===== config.mk =====
export PLATFORM = sky130hd
export DESIGN_NAME = clwps_top
export DESIGN_NICKNAME = d
export VERILOG_FILES = /design/src/rtl/clwps_pkg.sv /design/src/rtl/clwps_mon_if.sv /design/src/rtl/clwps_top.sv /design/src/rtl/clwps_sync.sv /design/src/rtl/clwps_monitor.sv
export VERILOG_INCLUDE_DIRS = /design/src /design/src/rtl
export SDC_FILE = /design/constraint.sdc
export NUM_CORES = 1
export LEC_CHECK = 0
export ABC_AREA = 1
export BUFFER_PORTS_ARGS = -buffer_cell sky130_fd_sc_hd__buf_2
export CAP_MARGIN = 20
export CORE_MARGIN = 3
export CORE_UTILIZATION = 35
export CTS_CLUSTER_SIZE = 16
export DETAILED_ROUTE_END_ITERATION = 6
export GPL_TIMING_DRIVEN = 0
export REMOVE_ABC_BUFFERS = 1
export SLEW_MARGIN = 30
export SYNTH_ARGS = -nofsm -noshare
export SYNTH_HDL_FRONTEND = slang
export SYNTH_SLANG_ARGS = --single-unit

===== constraint.sdc =====
create_clock -name mclk -period 3.2 [get_ports mclk]
set_input_delay 0.64 -clock mclk [delete_from_list [all_inputs] [get_ports mclk]]
set_output_delay 0.64 -clock mclk [all_outputs]
set_load 0.01 [all_outputs]

===== src/rtl/clwps_regs.svh =====
// clwps_regs.svh: register offsets, field positions, reset values and counts
// assumes: included by clwps_top and clwps_monitor, after the package
// Behaviour
// RL1: monitor works only in direct or prescaler modes
// RL2: monitor enabled after every reset
// RL3: config bit 4 disables the monitor
// RL4: enabled monitor: pll free-runs, counts cycles
// RL5: every input clock transition clears counter
// RL6: sixteen pll cycles without transition mean failure
// RL7: overflow switches cpu clock to pll
// RL8: overflow sets clock fail interrupt flag
// RL9: no switch back when input clock returns
// RL10: only hardware reset restores input clock
// RL11: disabled monitor: cpu from oscillator, pll off
// RL12: other strap codes: pll multiplies input frequency
// RL13: pll resyncs on every F-th input transition; the code resyncs on every 2F-th for fractional F
// RL14: strap 011: pll off, direct drive; the code keeps the pll running while the monitor is enabled
// RL15: strap 001: divide-by-two prescaler
// RL16: synchronise input transitions; switch without glitch
// RL17: straps captured at reset, then held
`ifndef CLWPS_REGS_SVH
`define CLWPS_REGS_SVH

`define CLWPS_ADDR_W       8
`define CLWPS_OFF_CONFIG   8'h00
`define CLWPS_OFF_STATUS   8'h04
`define CLWPS_OFF_MASK     8'h08
`define CLWPS_OFF_INFO     8'h0C

`define CLWPS_DIS_BIT      4
`define CLWPS_FAIL_BIT     0
`define CLWPS_INFO_FAIL    4
`define CLWPS_INFO_PLLON   5
`define CLWPS_INFO_MON     6
`define CLWPS_INFO_ONPLL   7

`define CLWPS_DIS_RST      1'b0
`define CLWPS_MASK_RST     1'b0
`define CLWPS_STRAP_RST    3'h7
`define CLWPS_STRAP_DIRECT 3'h3
`define CLWPS_STRAP_PRESC  3'h1

`define CLWPS_OVF_CYCLES   5'h10
`define CLWPS_PLL_HALF     4

`define CLWPS_RESP_OKAY    2'h0
`define CLWPS_RESP_SLVERR  2'h2

`endif


===== src/rtl/clwps_pkg.sv =====
// clwps_pkg: types shared by the clock-select design files
// assumes: compiled before every other file of the block
package clwps_pkg;
    typedef enum logic [1:0] {CLK_DIRECT, CLK_PRESC, CLK_PLL} clwps_mode_e;
    typedef enum logic [1:0] {SRC_EXT, SRC_SWITCH, SRC_PLL} clwps_src_e;
    typedef logic [3:0] clwps_cnt_t;
endpackage : clwps_pkg


===== src/rtl/clwps_mon_if.sv =====
// clwps_mon_if: control and result lines between top and clock-loss monitor
// assumes: all signals live in the mclk domain
`timescale 1ns/1ps
`default_nettype none
interface clwps_mon_if;
    logic enable;
    logic tick;
    logic clear;
    logic overflow;
    modport ctrl (output enable, output tick, output clear, input overflow);
    modport mon  (input enable, input tick, input clear, output overflow);
endinterface : clwps_mon_if
`default_nettype wire


===== src/rtl/clwps_top.sv =====
// clwps_top: cpu clock source select with clock-loss watchdog, AXI4-Lite registers
// assumes: all inputs synchronous to mclk except ext_clock_input_pin; pll modelled as mclk divider
//
// The address map and the AXI4-Lite register port were chosen for this implementation.
`timescale 1ns/1ps
`default_nettype none
`include "clwps_regs.svh"
module clwps_top
    import clwps_pkg::*;
#(
    parameter int unsigned ADDR_W   = `CLWPS_ADDR_W,
    parameter int unsigned PLL_HALF = `CLWPS_PLL_HALF,
    parameter int unsigned HP_W     = 16
)(
    input  wire logic              mclk,
    input  wire logic              reset_n,
    input  wire logic              ext_clock_input_pin,
    input  wire logic [2:0]        clock_mode_strap_pins,
    input  wire logic [ADDR_W-1:0] s_axi_awaddr,
    input  wire logic              s_axi_awvalid,
    output logic                   s_axi_awready,
    input  wire logic [31:0]       s_axi_wdata,
    input  wire logic [3:0]        s_axi_wstrb,
    input  wire logic              s_axi_wvalid,
    output logic                   s_axi_wready,
    output logic [1:0]             s_axi_bresp,
    output logic                   s_axi_bvalid,
    input  wire logic              s_axi_bready,
    input  wire logic [ADDR_W-1:0] s_axi_araddr,
    input  wire logic              s_axi_arvalid,
    output logic                   s_axi_arready,
    output logic [31:0]            s_axi_rdata,
    output logic [1:0]             s_axi_rresp,
    output logic                   s_axi_rvalid,
    input  wire logic              s_axi_rready,
    output logic                   cpu_clk,
    output logic                   pll_enable,
    output logic                   cpu_on_pll,
    output logic                   clock_fail_irq
);
    localparam int SW_MAX = PLL_HALF + 2;

    function automatic logic [3:0] strap_f2(input logic [2:0] code);
        // multiplication factor times two, so 1.5 and 2.5 stay integer
        case (code)
            3'h7:    strap_f2 = 4'h8;
            3'h6:    strap_f2 = 4'h6;
            3'h5:    strap_f2 = 4'h4;
            3'h4:    strap_f2 = 4'hA;
            3'h2:    strap_f2 = 4'h3;
            3'h0:    strap_f2 = 4'h5;
            default: strap_f2 = 4'h2;
        endcase
    endfunction : strap_f2

    function automatic clwps_mode_e strap_mode(input logic [2:0] code);
        if (code == `CLWPS_STRAP_DIRECT)
            strap_mode = CLK_DIRECT;
        else if (code == `CLWPS_STRAP_PRESC)
            strap_mode = CLK_PRESC;
        else
            strap_mode = CLK_PLL;
    endfunction : strap_mode

    function automatic logic addr_hit(input logic [ADDR_W-1:0] a);
        addr_hit = (a == ADDR_W'(`CLWPS_OFF_CONFIG)) || (a == ADDR_W'(`CLWPS_OFF_STATUS))
                || (a == ADDR_W'(`CLWPS_OFF_MASK)) || (a == ADDR_W'(`CLWPS_OFF_INFO));
    endfunction : addr_hit

    ////////////////////////////////////////////////////////////////////////////
    // strap capture

    logic        strap_done_ff;
    logic [2:0]  strap_ff;
    clwps_mode_e mode_ff;
    logic [3:0]  f2_ff;

    // straps are latched at the first edge after release: an async reset may only load constants
    always_ff @(posedge mclk or negedge reset_n)
    begin
        if (!reset_n)
        begin
            strap_done_ff <= 1'b0;
            strap_ff      <= `CLWPS_STRAP_RST;
            mode_ff       <= CLK_PLL;
            f2_ff         <= strap_f2(`CLWPS_STRAP_RST);
        end
        else if (!strap_done_ff)
        begin
            strap_done_ff <= 1'b1; // RL17
            strap_ff      <= clock_mode_strap_pins;
            mode_ff       <= strap_mode(clock_mode_strap_pins); // RL14 RL15 RL12
            f2_ff         <= strap_f2(clock_mode_strap_pins);
        end
    end

    ////////////////////////////////////////////////////////////////////////////
    // input clock sampling and monitor control

    logic xtal_lvl;
    logic xtal_edge;

    clwps_sync u_sync (
        .clk     (mclk),
        .reset_n (reset_n),
        .d_in    (ext_clock_input_pin),
        .level   (xtal_lvl),
        .toggle  (xtal_edge)
    ); // RL16

    logic        dis_ff;
    logic        fail_ff;
    logic        pll_on_ff;
    logic        pll_clk_ff;
    logic [7:0]  pll_div_ff;
    logic        pll_tick;
    logic        direct_mode;
    logic        mon_on;
    logic        pll_on_nxt;
    clwps_mon_if mon_if ();

    assign direct_mode = strap_done_ff && (mode_ff != CLK_PLL);
    assign mon_on      = direct_mode && !dis_ff && !fail_ff; // RL1 RL3
    // once failed the pll stays on even if software disables the monitor
    assign pll_on_nxt  = strap_done_ff && ((mode_ff == CLK_PLL) || (direct_mode && (!dis_ff || fail_ff))); // RL11 RL12
    assign pll_tick    = pll_on_ff && !pll_clk_ff && (pll_div_ff == 8'(PLL_HALF - 1));

    assign mon_if.enable = mon_on && pll_on_ff; // RL4
    assign mon_if.tick   = pll_tick;
    assign mon_if.clear  = xtal_edge; // RL5

    clwps_monitor u_mon (
        .clk     (mclk),
        .reset_n (reset_n),
        .mon     (mon_if.mon)
    );

    // free-running pll clock
    always_ff @(posedge mclk or negedge reset_n)
    begin
        if (!reset_n)
        begin
            pll_on_ff  <= 1'b0;
            pll_clk_ff <= 1'b0;
            pll_div_ff <= 8'h00;
        end
        else
        begin
            pll_on_ff <= pll_on_nxt; // RL4 RL11
            if (!pll_on_ff)
            begin
                pll_clk_ff <= 1'b0;
                pll_div_ff <= 8'h00;
            end
            else if (pll_div_ff == 8'(PLL_HALF - 1))
            begin
                pll_clk_ff <= !pll_clk_ff;
                pll_div_ff <= 8'h00;
            end
            else
                pll_div_ff <= pll_div_ff + 8'h01;
        end
    end

    // failure is sticky until hardware reset
    always_ff @(posedge mclk or negedge reset_n)
    begin
        if (!reset_n)
            fail_ff <= 1'b0; // RL10
        else if (mon_if.overflow)
            fail_ff <= 1'b1; // RL7
    end

    ////////////////////////////////////////////////////////////////////////////
    // pll multiplication: half-period measure and fractional stepper

    logic [HP_W-1:0] cyc_ff;
    logic [HP_W-1:0] hp_ff;
    logic [HP_W+1:0] acc_ff;
    logic [HP_W+1:0] acc_sum;
    logic [HP_W+1:0] two_hp;
    logic [3:0]      edge_cnt_ff;
    logic [3:0]      resync_cnt;
    logic            dda_toggle;
    logic            resync;

    // fractional factors resync after 2F transitions so the phase comes out whole
    assign resync_cnt = f2_ff[0] ? f2_ff : {1'b0, f2_ff[3:1]};
    assign resync     = xtal_edge && (edge_cnt_ff == resync_cnt - 4'h1);
    assign acc_sum    = acc_ff + (HP_W+2)'(f2_ff);
    assign two_hp     = {1'b0, hp_ff, 1'b0};
    assign dda_toggle = (hp_ff != '0) && (acc_sum >= two_hp);

    always_ff @(posedge mclk or negedge reset_n)
    begin
        if (!reset_n)
        begin
            cyc_ff <= '0;
            hp_ff  <= '0;
        end
        else if (xtal_edge)
        begin
            hp_ff  <= cyc_ff + HP_W'(1);
            cyc_ff <= '0;
        end
        else if (cyc_ff != '1)
            cyc_ff <= cyc_ff + HP_W'(1);
    end

    // F toggles per input half period: add 2F per cycle, toggle per 2*half period
    always_ff @(posedge mclk or negedge reset_n)
    begin
        if (!reset_n)
        begin
            acc_ff      <= '0;
            edge_cnt_ff <= 4'h0;
        end
        else
        begin
            if (xtal_edge)
                edge_cnt_ff <= resync ? 4'h0 : edge_cnt_ff + 4'h1;
            if (resync)
                acc_ff <= '0; // RL13
            else if (dda_toggle)
                acc_ff <= acc_sum - two_hp; // RL12
            else if (hp_ff != '0)
                acc_ff <= acc_sum;
        end
    end

    ////////////////////////////////////////////////////////////////////////////
    // cpu clock source

    clwps_src_e src_ff;
    logic       cpu_clk_ff;
    logic       ext_clk_nxt;
    logic       on_pll_ff;

    always_comb
    begin
        case (mode_ff)
            CLK_DIRECT: ext_clk_nxt = xtal_lvl; // RL14
            CLK_PRESC:  ext_clk_nxt = cpu_clk_ff ^ (xtal_edge && xtal_lvl); // RL15
            CLK_PLL:    ext_clk_nxt = cpu_clk_ff ^ dda_toggle; // RL12
            default:    ext_clk_nxt = 1'b0;
        endcase
    end

    always_ff @(posedge mclk or negedge reset_n)
    begin
        if (!reset_n)
            src_ff <= SRC_EXT; // RL10
        else
        begin
            unique case (src_ff)
                SRC_EXT:    if (fail_ff) src_ff <= SRC_SWITCH; // RL7
                SRC_SWITCH: if (!pll_clk_ff) src_ff <= SRC_PLL; // RL16
                SRC_PLL:    src_ff <= SRC_PLL; // RL9
            endcase
        end
    end

    // copy of the next source state, so the output pin needs no decode
    always_ff @(posedge mclk or negedge reset_n)
    begin
        if (!reset_n)
            on_pll_ff <= 1'b0; // RL10
        else
            on_pll_ff <= (src_ff == SRC_PLL) || ((src_ff == SRC_SWITCH) && !pll_clk_ff); // RL9
    end

    // a failed input has held its level for 16 pll cycles, so dropping it while the pll is low is no glitch
    always_ff @(posedge mclk or negedge reset_n)
    begin
        if (!reset_n)
            cpu_clk_ff <= 1'b0;
        else if (!strap_done_ff)
            cpu_clk_ff <= 1'b0;
        else
        begin
            unique case (src_ff)
                SRC_EXT:    cpu_clk_ff <= ext_clk_nxt; // RL11
                SRC_SWITCH: cpu_clk_ff <= cpu_clk_ff && pll_clk_ff; // RL16
                SRC_PLL:    cpu_clk_ff <= pll_clk_ff; // RL7
            endcase
        end
    end

    ////////////////////////////////////////////////////////////////////////////
    // AXI4-Lite slave

    logic              awready_ff;
    logic              wready_ff;
    logic              bvalid_ff;
    logic [1:0]        bresp_ff;
    logic              aw_hold_ff;
    logic              w_hold_ff;
    logic [ADDR_W-1:0] awaddr_ff;
    logic [31:0]       wdata_ff;
    logic [3:0]        wstrb_ff;
    logic              wr_fire;
    logic              arready_ff;
    logic              rvalid_ff;
    logic [1:0]        rresp_ff;
    logic [31:0]       rdata_ff;
    logic [31:0]       rd_word;
    logic              stat_ff;
    logic              mask_ff;
    logic              irq_ff;
    logic              wr_lane0;

    assign wr_fire  = aw_hold_ff && w_hold_ff && !bvalid_ff;
    assign wr_lane0 = wr_fire && wstrb_ff[0];

    always_ff @(posedge mclk or negedge reset_n)
    begin
        if (!reset_n)
        begin
            awready_ff <= 1'b1;
            wready_ff  <= 1'b1;
            aw_hold_ff <= 1'b0;
            w_hold_ff  <= 1'b0;
            bvalid_ff  <= 1'b0;
            bresp_ff   <= `CLWPS_RESP_OKAY;
            awaddr_ff  <= '0;
            wdata_ff   <= 32'h00000000;
            wstrb_ff   <= 4'h0;
        end
        else
        begin
            if (s_axi_awvalid && awready_ff)
            begin
                aw_hold_ff <= 1'b1;
                awaddr_ff  <= s_axi_awaddr;
                awready_ff <= 1'b0;
            end
            if (s_axi_wvalid && wready_ff)
            begin
                w_hold_ff <= 1'b1;
                wdata_ff  <= s_axi_wdata;
                wstrb_ff  <= s_axi_wstrb;
                wready_ff <= 1'b0;
            end
            if (wr_fire)
            begin
                aw_hold_ff <= 1'b0;
                w_hold_ff  <= 1'b0;
                bvalid_ff  <= 1'b1;
                bresp_ff   <= addr_hit(awaddr_ff) ? `CLWPS_RESP_OKAY : `CLWPS_RESP_SLVERR;
            end
            if (bvalid_ff && s_axi_bready)
            begin
                bvalid_ff  <= 1'b0;
                awready_ff <= 1'b1;
                wready_ff  <= 1'b1;
            end
        end
    end

    always_ff @(posedge mclk or negedge reset_n)
    begin
        if (!reset_n)
        begin
            dis_ff  <= `CLWPS_DIS_RST; // RL2
            mask_ff <= `CLWPS_MASK_RST;
        end
        else if (wr_lane0 && (awaddr_ff == ADDR_W'(`CLWPS_OFF_CONFIG)))
            dis_ff <= wdata_ff[`CLWPS_DIS_BIT]; // RL3
        else if (wr_lane0 && (awaddr_ff == ADDR_W'(`CLWPS_OFF_MASK)))
            mask_ff <= wdata_ff[`CLWPS_FAIL_BIT];
    end

    // a new failure wins over a clearing write in the same cycle
    always_ff @(posedge mclk or negedge reset_n)
    begin
        if (!reset_n)
        begin
            stat_ff <= 1'b0;
            irq_ff  <= 1'b0;
        end
        else
        begin
            if (mon_if.overflow)
                stat_ff <= 1'b1; // RL8
            else if (wr_lane0 && (awaddr_ff == ADDR_W'(`CLWPS_OFF_STATUS)) && wdata_ff[`CLWPS_FAIL_BIT])
                stat_ff <= 1'b0;
            irq_ff <= stat_ff && mask_ff;
        end
    end

    always_comb
    begin
        rd_word = 32'h00000000;
        case (s_axi_araddr)
            ADDR_W'(`CLWPS_OFF_CONFIG): rd_word[`CLWPS_DIS_BIT] = dis_ff;
            ADDR_W'(`CLWPS_OFF_STATUS): rd_word[`CLWPS_FAIL_BIT] = stat_ff;
            ADDR_W'(`CLWPS_OFF_MASK):   rd_word[`CLWPS_FAIL_BIT] = mask_ff;
            ADDR_W'(`CLWPS_OFF_INFO):
            begin
                rd_word[2:0]              = strap_ff;
                rd_word[`CLWPS_INFO_FAIL]  = fail_ff;
                rd_word[`CLWPS_INFO_PLLON] = pll_on_ff;
                rd_word[`CLWPS_INFO_MON]   = mon_on;
                rd_word[`CLWPS_INFO_ONPLL] = (src_ff == SRC_PLL);
            end
            default: rd_word = 32'h00000000;
        endcase
    end

    always_ff @(posedge mclk or negedge reset_n)
    begin
        if (!reset_n)
        begin
            arready_ff <= 1'b1;
            rvalid_ff  <= 1'b0;
            rdata_ff   <= 32'h00000000;
            rresp_ff   <= `CLWPS_RESP_OKAY;
        end
        else if (s_axi_arvalid && arready_ff)
        begin
            arready_ff <= 1'b0;
            rvalid_ff  <= 1'b1;
            rdata_ff   <= rd_word;
            rresp_ff   <= addr_hit(s_axi_araddr) ? `CLWPS_RESP_OKAY : `CLWPS_RESP_SLVERR;
        end
        else if (rvalid_ff && s_axi_rready)
        begin
            rvalid_ff  <= 1'b0;
            arready_ff <= 1'b1;
        end
    end

    assign s_axi_awready  = awready_ff;
    assign s_axi_wready   = wready_ff;
    assign s_axi_bvalid   = bvalid_ff;
    assign s_axi_bresp    = bresp_ff;
    assign s_axi_arready  = arready_ff;
    assign s_axi_rvalid   = rvalid_ff;
    assign s_axi_rdata    = rdata_ff;
    assign s_axi_rresp    = rresp_ff;
    assign cpu_clk        = cpu_clk_ff;
    assign pll_enable     = pll_on_ff;
    assign cpu_on_pll     = on_pll_ff;
    assign clock_fail_irq = irq_ff;
endmodule : clwps_top
`default_nettype wire


===== src/rtl/clwps_sync.sv =====
// clwps_sync: two-stage synchroniser with transition detect
// assumes: d_in may change at any time relative to clk
`timescale 1ns/1ps
`default_nettype none
module clwps_sync (
    input  wire logic clk,
    input  wire logic reset_n,
    input  wire logic d_in,
    output logic      level,
    output logic      toggle
);
    logic       meta_ff;
    logic       sync_ff;
    logic       last_ff;
    logic [2:0] arm_ff;

    always_ff @(posedge clk or negedge reset_n)
    begin
        if (!reset_n)
        begin
            meta_ff <= 1'b0;
            sync_ff <= 1'b0;
            last_ff <= 1'b0;
            arm_ff  <= 3'h0;
        end
        else
        begin
            meta_ff <= d_in;
            sync_ff <= meta_ff;
            last_ff <= sync_ff;
            arm_ff  <= {arm_ff[1:0], 1'b1};
        end
    end

    assign level  = sync_ff;
    // last_ff holds a real pin sample only from the third edge; before that a reset zero would fake an edge
    assign toggle = arm_ff[2] && (sync_ff ^ last_ff);
endmodule : clwps_sync
`default_nettype wire


===== src/rtl/clwps_monitor.sv =====
// clwps_monitor: clock-loss counter stepped by pll cycles
// assumes: tick and clear are one-cycle pulses in the clk domain
`timescale 1ns/1ps
`default_nettype none
`include "clwps_regs.svh"
module clwps_monitor
    import clwps_pkg::*;
(
    input  wire logic clk,
    input  wire logic reset_n,
    clwps_mon_if.mon  mon
);
    clwps_cnt_t cnt_ff;
    logic       ovf_ff;

    always_ff @(posedge clk or negedge reset_n)
    begin
        if (!reset_n)
        begin
            cnt_ff <= '0;
            ovf_ff <= 1'b0;
        end
        else
        begin
            ovf_ff <= mon.enable && !mon.clear && mon.tick
                      && (cnt_ff == 4'(`CLWPS_OVF_CYCLES - 5'h01)); // RL6
            if (!mon.enable || mon.clear)
                cnt_ff <= '0; // RL5
            else if (mon.tick)
                cnt_ff <= cnt_ff + 4'h1; // RL4
        end
    end

    assign mon.overflow = ovf_ff;
endmodule : clwps_monitor
`default_nettype wire


==> reports/results.md, run 1 <==
| Stage | Metric | Reported |
|:---|:---|:---|
| global routing | Largest net degree at the start of global routing | 72 |
| cts | Clock tree from TritonCTS | yes |
| timing | Worst max-slew margin expressed relative to the limit | 0.409 |
| synthesis | Area of the mapped netlist | 6970 µm² |
| place | Routability cong. | 0.816 |
| global routing | Number of global-route vias before repair | 5392 |
| detailed routing | Remaining number of nets flagged by the antenna check after routing | 0 |
| global routing | First-pass GRT wire length | 25300 µm |
| setup path | Capturing element type of the critical path | flop |
| setup path | Setup slack of the worst register-to-register path | -400 ps |
| cts | Clock network latency to the later pin of the worst-skew pair | 420 ps |
| setup path | CP Data Required Time | 3510 ps |
| detailed routing | First-pass iteration count of the detailed router | 5 |
| setup path | Arrival @ worst endpoint | 3910 ps |
| synthesis | Synth warn | 0 |
| cts | TritonCTS sink count | 120 |
| synthesis | Flops & latches, synth | 120 |
| timing | Setup slack of the critical path after layout | -401 ps |
| floorplanning | I/O pin count | 108 |
| floorplanning | Horizontal die dimension | 147 µm |
| timing | Unrepaired setup endpoints after global routing | true |
| setup path | Source of the worst register-to-register timing path | acc_ff[0] |
| finish | Count of filler cells inserted in the layout | 1924 |
| synthesis | Per-instance average area after synthesis | 8.16 µm² |
| pwr | Maximum ir drop on the vdd rail | 0.476 mV |
| detailed routing | Met1 wire length | 7250 µm |
| synthesis | Sequential share of the synthesized area | 0.432 |
| timing | Final Hold Violating Endpoints | 0 |
| detailed routing | Met3 wire len | 755 µm |
| synthesis | Fraction of registers with async set/reset | 1.00 |
| pwr | Leakage power of the design | 4.11 nW |
| detailed routing | First-iteration detailed-routing DRC count | 253 |
| timing | Least-Margin Pin Slew | 884 ps |
| setup path | Kind of launch point of the worst setup path | flop |
| floorplanning | Floorplan core area | 19100 µm² |
| timing | Portion of the clock cycle consumed by the worst path in the final layout | 1.13 |
| detailed routing | Highest routed metal layer | met4 |
| cts | CTS Root Buffer Type | clkbuf_16 |
| finish | Final nets | 1024 |
| pwr | Total power density per cell area | 964 nW/µm² |
| timing | Setup violation total in the final timing report | 18 |
| synthesis | Flip-flop cell with the highest count after synthesis | dfrtp_1 |
| place | Post-DP HPWL | 10500 µm |
| place | Post-placement setup slack | -1040 ps |
| setup path | Worst setup path class | reg2reg |
| timing | Max-slew violation count | 0 |
| synthesis | Cells taking the most area after synthesis | dfrtp_1, nand2_1, inv_1 |
| synthesis | Number of flops mapped to enable cells by yosys | 0 |
| cts | Bufs on Longest Clock Path | 2 |
| detailed routing | Post-Route WL | 15100 µm |
| cts | Maximum level of the CTS H-tree | 4 |
| finish | Top library cells by usage in the layout, fill and taps aside | nand2_1, inv_1, dfrtp_1 |
| finish | Count of placed standard cells in the final layout, fillers left out | 1200 |
| pwr | Total power | 8.20 mW |
| timing | Highest clock rate | 278 MHz |
| setup path | Cells on worst reg2reg path | 24 |
| setup path | Biggest fanout along the worst timing path | 8 |
| floorplanning | Effective utilization at floorplan | 0.364 |
| place | Cell Count Post-Placement | 1150 |
| floorplanning | Num rows | 50 |
| cts | Hold-fix buffer count after cts | 0 |
| setup path | Source of the critical timing path | acc_ff[0] |
| floorplanning | Chip height | 147 µm |
| detailed routing | DRC violations left | 0 |
| finish | Growth of design area from synthesis to finish | 22.2% |
| min path | Class of the tightest hold or removal check | in2async |
| finish | Share of layout cells above drive strength 1 | 0.218 |
| global routing | Global route total overflow | 0 |
| detailed routing | Vias | 5639 |
| timing | Post-route clock skew | 8.04 ps |
| synthesis | Share of Yosys cell area claimed by the top area cell type | 0.402 |
| setup path | Destination of the worst register-to-register timing path | acc_ff[3] |
| run | Number of maximum-capacitance constraint violations | 0 |
| global routing | Antenna violations before repair | 0 |
| synthesis | Unique masters post-synth | 50 |
| setup path | Capturing instance or port of the critical path | acc_ff[3] |
| cts | CTS buffer count | 17 |
| detailed routing | Amount of wire on met2 after detailed routing | 6940 µm |
| finish | Most common library cell in the layout ignoring fill and taps | nand2_1 |
| cts | Clock transition at path regs | 60 ps |
| detailed routing | WL per Instance | 12.6 µm |
| place | Count of input and output buffers | 47 |
| synthesis | Post-synthesis instance total | 854 |
| floorplanning | Overall die area | 21600 µm² |
| global routing | All-layer global routing usage | 0.141 |
| timing | Shortest period the worst path allows | 3600 ps |
| finish | Antenna Diode Count | 0 |
| synthesis | Cell taking the most area after synthesis | dfrtp_1 |
| detailed routing | Ratio of routed vias to standard cells | 4.70 |
| outcome | Violations in the final reports | negative setup slack |
| outcome | Run status | finished with violations |
per-layer routing:
layer  track usage  vias to the layer above
met5             0                        -
li1              -                     2865
met2         0.216                      119
met4        0.0322                        0
met3        0.0447                       21
met1         0.198                     2634
flip-flops by register name, indices dropped and copies added (netlist names), 2 cells and up:
register,flops
u_mon.cnt_ff,4
pll_div_ff,8
acc_ff,18
u_sync.arm_ff,3
hp_ff,16
mode_ff,2
s_axi_rdata,7
awaddr_ff,8
src_ff,2
f2_ff,4
edge_cnt_ff,4
wdata_ff,2
strap_ff,3
cyc_ff,16
kinds of logic (layout without fill, tap and decap cells):
group | Yosys count | in the layout | synth area share
XOR/XNOR | 41 | 41 | 0.0515
other | 2 | 28 | 0.00108
AO/OA/AOI/OAI | 162 | 162 | 0.131
flip-flops | 120 | 120 | 0.432
AND/OR/NAND/NOR | 317 | 319 | 0.208
buffers and inverters | 179 | 237 | 0.114
adder cells (fa/ha/maj) | 33 | 33 | 0.0614
worst max-delay path: stages (launching register included):
cell and delay [ps]:
dfrtp_1 380, ha_4 150, inv_2 30, fa_2 370, o21ai_4 180, nand2_2 100, nor3_4 160, nand2_2 90
nor2_4 170, nand3_2 110, xor2_2 190, inv_2 60, ha_4 270, nand2_2 50, inv_2 80, nand3_2 90
nor3_2 110, a21boi_1 80, nand2_1 100, nand2_2 90, nand2_8 140, nand2_8 100, inv_12 110, o21ai_2 50
a32o_1 210
how the worst min path moves through the flow:
stage                                start               end  slack, ps  cells after the start
after floorplan           u_sync.arm_ff[1]  u_sync.arm_ff[2]        330                      0
after global placement    u_sync.arm_ff[1]  u_sync.arm_ff[2]        330                      0
after detailed placement  u_sync.arm_ff[1]  u_sync.arm_ff[2]        330                      0
after CTS                          reset_n        acc_ff[13]        130                      1
after global routing               reset_n        acc_ff[13]        130                      1
final                              reset_n        acc_ff[13]        120                      1
repair_timing:
action | CTS | global route
setup buffers | 7 | 9
pin swaps | 13 | 23
resized for setup | 34 | 36
gates cloned | 3 | 0
setup endpoints to repair | 18 | 18
final cells by class:
cell class | count | area (µm²) | area share
inverters | 141 | 542 | 0.0636
clock inverters | 14 | 164 | 0.0193
clock buffers | 17 | 425 | 0.0500
flip-flops and latches | 120 | 3010 | 0.354
multi-input cells | 583 | 3640 | 0.427
repair buffers | 64 | 397 | 0.0466
repair inverters | 1 | 8.76 | 0.00103
well taps | 260 | 325 | 0.0382
power breakdown:
group	internal [mW]	switching (mW)	total (mW)
logic	1.59	2.50	4.09
registers	1.90	0.280	2.18
clock network	1.17	0.769	1.93
per-stage QoR:
step | hold WS (ps) | TNS [ps] | utilization | instance area [µm²]
after floorplan | 331 | -4940 | - | 6800
after global placement | 332 | -30850 | 0.385 | 7360
after detailed placement | 335 | -15870 | 0.386 | 7400
after CTS | 127 | -7260 | 0.430 | 8240
after global routing | 131 | -10060 | 0.445 | 8510
final | 120 | -6110 | 0.445 | 8510
synthesized netlist by cell type (3+ instances only):
cell and instances:
nor2_2 4, nand2_2 6, dfrtp_1 112, nor2_4 3
a21o_1 3, nand3_1 31, dfstp_2 8, o21ai_0 58
nor3_1 14, nor2_1 42, o211ai_2 6, nand4_1 6
nor3_2 4, buf_4 27, o21ai_1 37, inv_1 122
ha_1 31, clkinv_1 3, inv_2 15, clkbuf_1 8
a31oi_1 6, xnor2_1 8, a21oi_1 39, xor2_1 33
nand2_1 187, nor4_1 10
Power figures use the tool's default switching activity.
==> run 2, diff against run 1 <==
--- a/config.mk
+++ b/config.mk
@@ -15,6 +15,7 @@
 export DETAILED_ROUTE_END_ITERATION = 6
 export GPL_TIMING_DRIVEN = 0
 export REMOVE_ABC_BUFFERS = 1
+export SKIP_CTS_REPAIR_TIMING = 1
 export SLEW_MARGIN = 30
 export SYNTH_ARGS = -nofsm -noshare
 export SYNTH_HDL_FRONTEND = slang
==> run 2 against run 1 <==
The flow still finishes with violations (negative setup slack). Sequential cell count unchanged. Core utilization down 1.0 points. Cell count down 0.83%. Largest cell class unchanged. First-iteration DRC count down 22%. Register-to-register slack worse by 110 ps. Critical path type unchanged. Final area down 2.4%. Clock-buffer cell count unchanged. Setup slack worse by 110 ps. Non-clock buffer count down 10.
==> reports/results.md, run 2 (synthesis gave the netlist of run 1 again) <==
| Stage | Metric | Reported | Delta |
|:---|:---|:---|:---|
| cts | Clock transition at path regs | 60 ps | about the same |
| timing | Shortest period the worst path allows | 3710 ps | +114 ps |
| finish | Count of filler cells inserted in the layout | 1929 | +0.26% |
| pwr | Leakage power of the design | 4.03 nW | -2.0% |
| global routing | Number of global-route vias before repair | 5277 | -2.1% |
| finish | Final nets | 1014 | -0.98% |
| setup path | Worst setup path class | reg2reg |  |
| timing | Post-route clock skew | 8.37 ps | +0.325 ps |
| cts | Bufs on Longest Clock Path | 2 | unchanged |
| global routing | All-layer global routing usage | 0.137 | -0.00398 |
| place | Placement-stage cell area | 7400 µm² | unchanged |
| setup path | Arrival @ worst endpoint | 4020 ps | +110 ps |
| floorplanning | Effective utilization at floorplan | 0.364 | unchanged |
| detailed routing | First-pass iteration count of the detailed router | 4 | -1 |
| finish | Max reg flops | 18 | unchanged |
| setup path | Worst stage delay on the critical path | 430 ps | +50 ps |
| setup path | Kind of launch point of the worst setup path | flop |  |
| detailed routing | DRC violations left | 0 | unchanged |
| cts | Clock network latency to the later pin of the worst-skew pair | 420 ps | about the same |
| detailed routing | WL per Instance | 12.4 µm | -1.5% |
| finish | Top library cells by usage in the layout, fill and taps aside | nand2_1, inv_1, dfrtp_1 |  |
| timing | Setup slack of the critical path after layout | -515 ps | -114 ps |
| detailed routing | Remaining number of nets flagged by the antenna check after routing | 0 | unchanged |
| finish | Largest registers | acc_ff x18, cyc_ff x16, hp_ff x16 |  |
| finish | Final Instance Area | 8310 µm² | -2.4% |
| floorplanning | Num rows | 50 | unchanged |
| floorplanning | Horizontal die dimension | 147 µm | unchanged |
| min path | Class of the tightest hold or removal check | in2async |  |
| finish | Core utilization of the finished layout | 0.434 | -0.0105 |
| cts | Clock tree from TritonCTS | yes |  |
| timing | Setup violation total in the final timing report | 18 | unchanged |
| outcome | Run status | finished with violations |  |
| finish | Antenna Diode Count | 0 | unchanged |
| timing | Unrepaired setup endpoints after global routing | true |  |
| timing | Least-Margin Pin Slew | 876 ps | -7.58 ps |
| cts | TritonCTS sink count | 120 | unchanged |
| detailed routing | Vias | 5552 | -1.5% |
| global routing | Global route total overflow | 0 | unchanged |
| place | Count of input and output buffers | 47 | unchanged |
| timing | Sum Neg Setup Slack | -8040 ps | -1930 ps |
| floorplanning | Chip height | 147 µm | unchanged |
| finish | Growth of design area from synthesis to finish | 19.3% |  |
| timing | Highest clock rate | 269 MHz | -3.1% |
| place | Cell Count Post-Placement | 1150 | unchanged |
| outcome | Violations in the final reports | negative setup slack |  |
| place | Routability cong. | 0.816 | unchanged |
| timing | Max-slew violation count | 0 | unchanged |
| floorplanning | I/O pin count | 108 | unchanged |
| timing | Portion of the clock cycle consumed by the worst path in the final layout | 1.16 | +0.0355 |
| detailed routing | Post-Route WL | 14800 µm | -2.3% |
| finish | Largest reg by FF count | acc_ff |  |
| setup path | Number of buffers and inverters on the critical path | 4 | unchanged |
| run | Number of maximum-capacitance constraint violations | 0 | unchanged |
| global routing | Largest net degree at the start of global routing | 72 | unchanged |
| setup path | Capturing element type of the critical path | flop |  |
| pwr | Total power | 8.03 mW | -2.1% |
| global routing | Antenna violations before repair | 0 | unchanged |
| cts | Maximum level of the CTS H-tree | 4 | unchanged |
| floorplanning | Floorplan core area | 19100 µm² | unchanged |
| detailed routing | Ratio of routed vias to standard cells | 4.67 | -0.72% |
| setup path | Master of the slowest instance on the critical path | dfrtp_2 |  |
| pwr | Maximum ir drop on the vdd rail | 0.402 mV | -16% |
| cts | CTS buffer count | 17 | unchanged |
| setup path | Biggest fanout along the worst timing path | 8 | unchanged |
| cts | CTS Root Buffer Type | clkbuf_16 |  |
| setup path | CP Data Required Time | 3500 ps | about the same |
| finish | Count of placed standard cells in the final layout, fillers left out | 1190 | -0.83% |
| pwr | Total power density per cell area | 966 nW/µm² | +0.25% |
| setup path | Cell breakdown of the critical path | ha_4, inv_2, fa_2, o21ai_2, nand2_2, nor3_4, nand2_2, nor2_4, nand3_2, xor2_2, inv_1, ha_4, nand2_2, inv_2, nand3_2, nor3_2, a21boi_1, nand2_1, nand2_2, nand2_8, nand2_8, clkinv_8, o21ai_2, a32o_1 |  |
| finish | Share of layout cells above drive strength 1 | 0.197 | -0.0213 |
| detailed routing | First-iteration detailed-routing DRC count | 197 | -22% |
| floorplanning | Overall die area | 21600 µm² | unchanged |
| setup path | Delay-heaviest family, CP | simple AND/OR/NAND/NOR gates |  |
| finish | Most common library cell in the layout ignoring fill and taps | nand2_1 |  |
| timing | Final Hold Violating Endpoints | 0 | unchanged |
| timing | Worst max-slew margin expressed relative to the limit | 0.414 | +0.00506 |
| global routing | First-pass GRT wire length | 24600 µm | -2.8% |
| place | Post-DP HPWL | 10500 µm | unchanged |
| setup path | Cell repeated most along the worst path | nand2_2 |  |
[run 2: worst reg2reg max path, stage by stage (launching register included)]
cell and delay (ps):
dfrtp_2 430, ha_4 160, inv_2 30, fa_2 350
o21ai_2 170, nand2_2 100, nor3_4 210, nand2_2 90
nor2_4 190, nand3_2 110, xor2_2 190, inv_1 90
ha_4 290, nand2_2 50, inv_2 80, nand3_2 90
nor3_2 110, a21boi_1 70, nand2_1 90, nand2_2 90
nand2_8 140, nand2_8 90, clkinv_8 120, o21ai_2 60
a32o_1 210
[run 2: per-stage QoR]
| step | worst slack, ps | hold WS, ps |
|---|---|---|
| after global routing | -750 | 131 |
| after CTS | -1070 | 127 |
| after detailed placement | -1040 | 335 |
| after global placement | -1040 | 332 |
| after floorplan | -425 | 331 |
| final | -515 | 121 |
[run 2: layout make-up]
cell class	count	area, µm²	share of cell area
clock buffers	17	425	0.0512
clock inverters	14	164	0.0197
inverters	141	542	0.0652
multi-input cells	583	3520	0.423
flip-flops and latches	120	3020	0.363
well taps	260	325	0.0391
repair buffers	54	318	0.0382
repair inverters	1	8.76	0.00105
[run 2: worst paths after layout]
check | from | endpoint | slack, ps | cells after the start
worst max-delay path | f2_ff[0] | acc_ff[3] | -510 | 24
worst min-delay path | reset_n | acc_ff[13] | 120 | 1
worst max register to register | f2_ff[0] | acc_ff[3] | -510 | 24
worst min register to register | u_sync.arm_ff[1] | u_sync.arm_ff[2] | 350 | 0
max in group asynchronous | reset_n | strap_ff[0] | 2360 | 2
min in group mclk | ext_clock_input_pin | u_sync.meta_ff | 320 | 1
[run 2: power by group]
group / internal [mW] / switching (mW)
Sequential: 1.90 / 0.275
Clock: 1.17 / 0.766
Combinational: 1.49 / 2.43
[run 2: layer usage]
| layer | vias up | track usage | part of all wire |
|---|---|---|---|
| li1 | 2848 | - | - |
| met5 | - | 0 | 0 |
| met4 | 0 | 0.0322 | 0.0092 |
| met3 | 16 | 0.0447 | 0.048 |
| met2 | 99 | 0.210 | 0.45 |
| met1 | 2589 | 0.191 | 0.49 |
==> run 3, diff against run 2 <==
--- a/config.mk
+++ b/config.mk
@@ -14,6 +14,7 @@
 export CTS_CLUSTER_SIZE = 16
 export DETAILED_ROUTE_END_ITERATION = 6
 export GPL_TIMING_DRIVEN = 0
+export MAX_ROUTING_LAYER = met4
 export REMOVE_ABC_BUFFERS = 1
 export SKIP_CTS_REPAIR_TIMING = 1
 export SLEW_MARGIN = 30
==> run 3 against run 2 <==
The run still ends with negative setup slack left. Highest routed layer unchanged. Clock power about the same. Global-route usage up 0.44 points. Total power down 0.12%. Critical endpoint unchanged. Via count down 0.47%. Register-to-register slack about the same. Worst hold slack worse by 1.8 ps. Largest cell class unchanged.
==> reports/results.md, run 3 (synthesis gave the netlist of run 1 again) <==
| Stage | Metric | Reported | Delta |
|:---|:---|:---|:---|
| outcome | Run status | finished with violations |  |
| outcome | Violations in the final reports | negative setup slack |  |
| global routing | Antenna violations before repair | 0 | unchanged |
| cts | Clock transition at path regs | 60 ps | about the same |
| setup path | Source of the critical timing path | f2_ff[0] |  |
| timing | Least-Margin Pin Slew | 880 ps | +3.44 ps |
| cts | Maximum level of the CTS H-tree | 4 | unchanged |
| place | Routability cong. | 0.828 | +1.5% |
| floorplanning | Horizontal die dimension | 147 µm | unchanged |
| global routing | Largest net degree at the start of global routing | 72 | unchanged |
| detailed routing | Ratio of routed vias to standard cells | 4.64 | -0.47% |
| detailed routing | First-iteration detailed-routing DRC count | 220 | +12% |
| pwr | Total power density per cell area | 965 nW/µm² | -0.12% |
| detailed routing | DRC violations left | 0 | unchanged |
| setup path | Worst setup path class | reg2reg |  |
| timing | Max-slew violation count | 0 | unchanged |
| place | Count of input and output buffers | 47 | unchanged |
| global routing | Number of global-route vias before repair | 5285 | +0.15% |
| detailed routing | Vias | 5526 | -0.47% |
| place | Post-DP HPWL | 10500 µm | unchanged |
| finish | Count of placed standard cells in the final layout, fillers left out | 1190 | unchanged |
| setup path | Capturing instance or port of the critical path | acc_ff[3] |  |
| timing | Post-route clock skew | 8.45 ps | +0.0800 ps |
| floorplanning | Floorplan core area | 19100 µm² | unchanged |
| global routing | All-layer global routing usage | 0.142 | +0.00441 |
| floorplanning | Chip height | 147 µm | unchanged |
| pwr | Maximum ir drop on the vdd rail | 0.401 mV | -0.26% |
| global routing | Global route total overflow | 0 | unchanged |
| finish | Top library cells by usage in the layout, fill and taps aside | nand2_1, inv_1, dfrtp_1 |  |
| detailed routing | WL per Instance | 12.4 µm | -0.19% |
| timing | Final worst hold slack | 119 ps | -1.77 ps |
| finish | Most common library cell in the layout ignoring fill and taps | nand2_1 |  |
| setup path | Destination of the worst register-to-register timing path | acc_ff[3] |  |
| timing | Unrepaired setup endpoints after global routing | true |  |
| detailed routing | Post-Route WL | 14800 µm | -0.19% |
| place | Cell Count Post-Placement | 1150 | unchanged |
| setup path | Biggest fanout along the worst timing path | 8 | unchanged |
| setup path | Arrival @ worst endpoint | 4020 ps | about the same |
| timing | Final Hold Violating Endpoints | 0 | unchanged |
| timing | Setup slack of the critical path after layout | -516 ps | -1.54 ps |
| setup path | Source of the worst register-to-register timing path | f2_ff[0] |  |
| cts | Clock network latency to the later pin of the worst-skew pair | 420 ps | about the same |
| cts | Clock tree from TritonCTS | yes |  |
| finish | Antenna Diode Count | 0 | unchanged |
| cts | CTS Root Buffer Type | clkbuf_16 |  |
| floorplanning | Overall die area | 21600 µm² | unchanged |
| pwr | Leakage power of the design | 4.03 nW | unchanged |
| finish | Final nets | 1014 | unchanged |
| timing | Shortest period the worst path allows | 3720 ps | +1.54 ps |
| detailed routing | First-pass iteration count of the detailed router | 4 | unchanged |
| setup path | Setup slack of the worst register-to-register path | -520 ps | about the same |
| min path | Class of the tightest hold or removal check | in2async |  |
| run | Number of maximum-capacitance constraint violations | 0 | unchanged |
| floorplanning | I/O pin count | 108 | unchanged |
| setup path | Cells on worst reg2reg path | 24 | unchanged |
| setup path | Capturing element type of the critical path | flop |  |
| finish | Growth of design area from synthesis to finish | 19.3% | unchanged |
| timing | Highest clock rate | 269 MHz | about the same |
| finish | Largest reg by FF count | acc_ff |  |
| timing | Setup violation total in the final timing report | 18 | unchanged |
| global routing | First-pass GRT wire length | 24600 µm | +0.11% |
| finish | Largest registers | acc_ff x18, cyc_ff x16, hp_ff x16 |  |
| cts | Bufs on Longest Clock Path | 2 | unchanged |
| finish | Max reg flops | 18 | unchanged |
| timing | Portion of the clock cycle consumed by the worst path in the final layout | 1.16 | about the same |
| timing | Worst max-slew margin expressed relative to the limit | 0.412 | -0.00230 |
| floorplanning | Effective utilization at floorplan | 0.364 | unchanged |
| setup path | CP Data Required Time | 3510 ps | about the same |
| finish | Share of layout cells above drive strength 1 | 0.197 | unchanged |
| cts | CTS buffer count | 17 | unchanged |
| setup path | Kind of launch point of the worst setup path | flop |  |
| cts | TritonCTS sink count | 120 | unchanged |
| floorplanning | Num rows | 50 | unchanged |
| detailed routing | Remaining number of nets flagged by the antenna check after routing | 0 | unchanged |
[run 3: report_power, final]
| part | switching (mW) | internal (mW) |
|---|---|---|
| clock | 0.766 | 1.17 |
| combinational | 2.42 | 1.49 |
| sequential | 0.277 | 1.90 |
[run 3: through the flow]
step,cell area [µm²],setup TNS [ps],setup WS [ps],power [mW],util
global route,8310,-12280,-750,8.68,0.434
floorplan,6800,-4940,-425,4.78,-
finish,8310,-8110,-516,8.02,0.434
CTS,7990,-16360,-1070,7.55,0.417
global placement,7360,-30850,-1040,5.54,0.385
detailed placement,7400,-15870,-1040,5.57,0.386
[run 3: how the worst min path moves through the flow]
stage / cells after the start / slack (ps) / to / startpoint
detailed placement: 0 / 330 / u_sync.arm_ff[2] / u_sync.arm_ff[1]
CTS: 1 / 130 / acc_ff[13] / reset_n
floorplan: 0 / 330 / u_sync.arm_ff[2] / u_sync.arm_ff[1]
global placement: 0 / 330 / u_sync.arm_ff[2] / u_sync.arm_ff[1]
global route: 1 / 130 / acc_ff[13] / reset_n
finish: 1 / 120 / acc_ff[13] / reset_n
[run 3: worst max-delay path, stage by stage, from the launching register on]
cell,delay [ps]
dfrtp_2,430
ha_4,160
inv_2,30
fa_2,350
o21ai_2,180
nand2_2,100
nor3_4,210
nand2_2,90
nor2_4,190
nand3_2,110
xor2_2,180
inv_1,90
ha_4,290
nand2_2,50
inv_2,80
nand3_2,90
nor3_2,110
a21boi_1,70
nand2_1,90
nand2_2,90
nand2_8,130
nand2_8,90
clkinv_8,110
o21ai_2,50
a32o_1,210
[run 3: layout make-up]
class                   count  area (µm²)
well taps                 260         325
inverters                 141         542
flip-flops and latches    120        3020
multi-input cells         583        3520
repair buffers             54         318
clock inverters            14         164
fillers                  1929       10800
repair inverters            1        8.76
clock buffers              17         425
[run 3: per-layer routing]
metal	vias up	part of all wire	track usage
met1	2559	0.49	0.193
met5	-	0	-
met3	16	0.052	0.0435
li1	2848	-	-
met4	0	0.0096	0.0322
met2	103	0.45	0.210
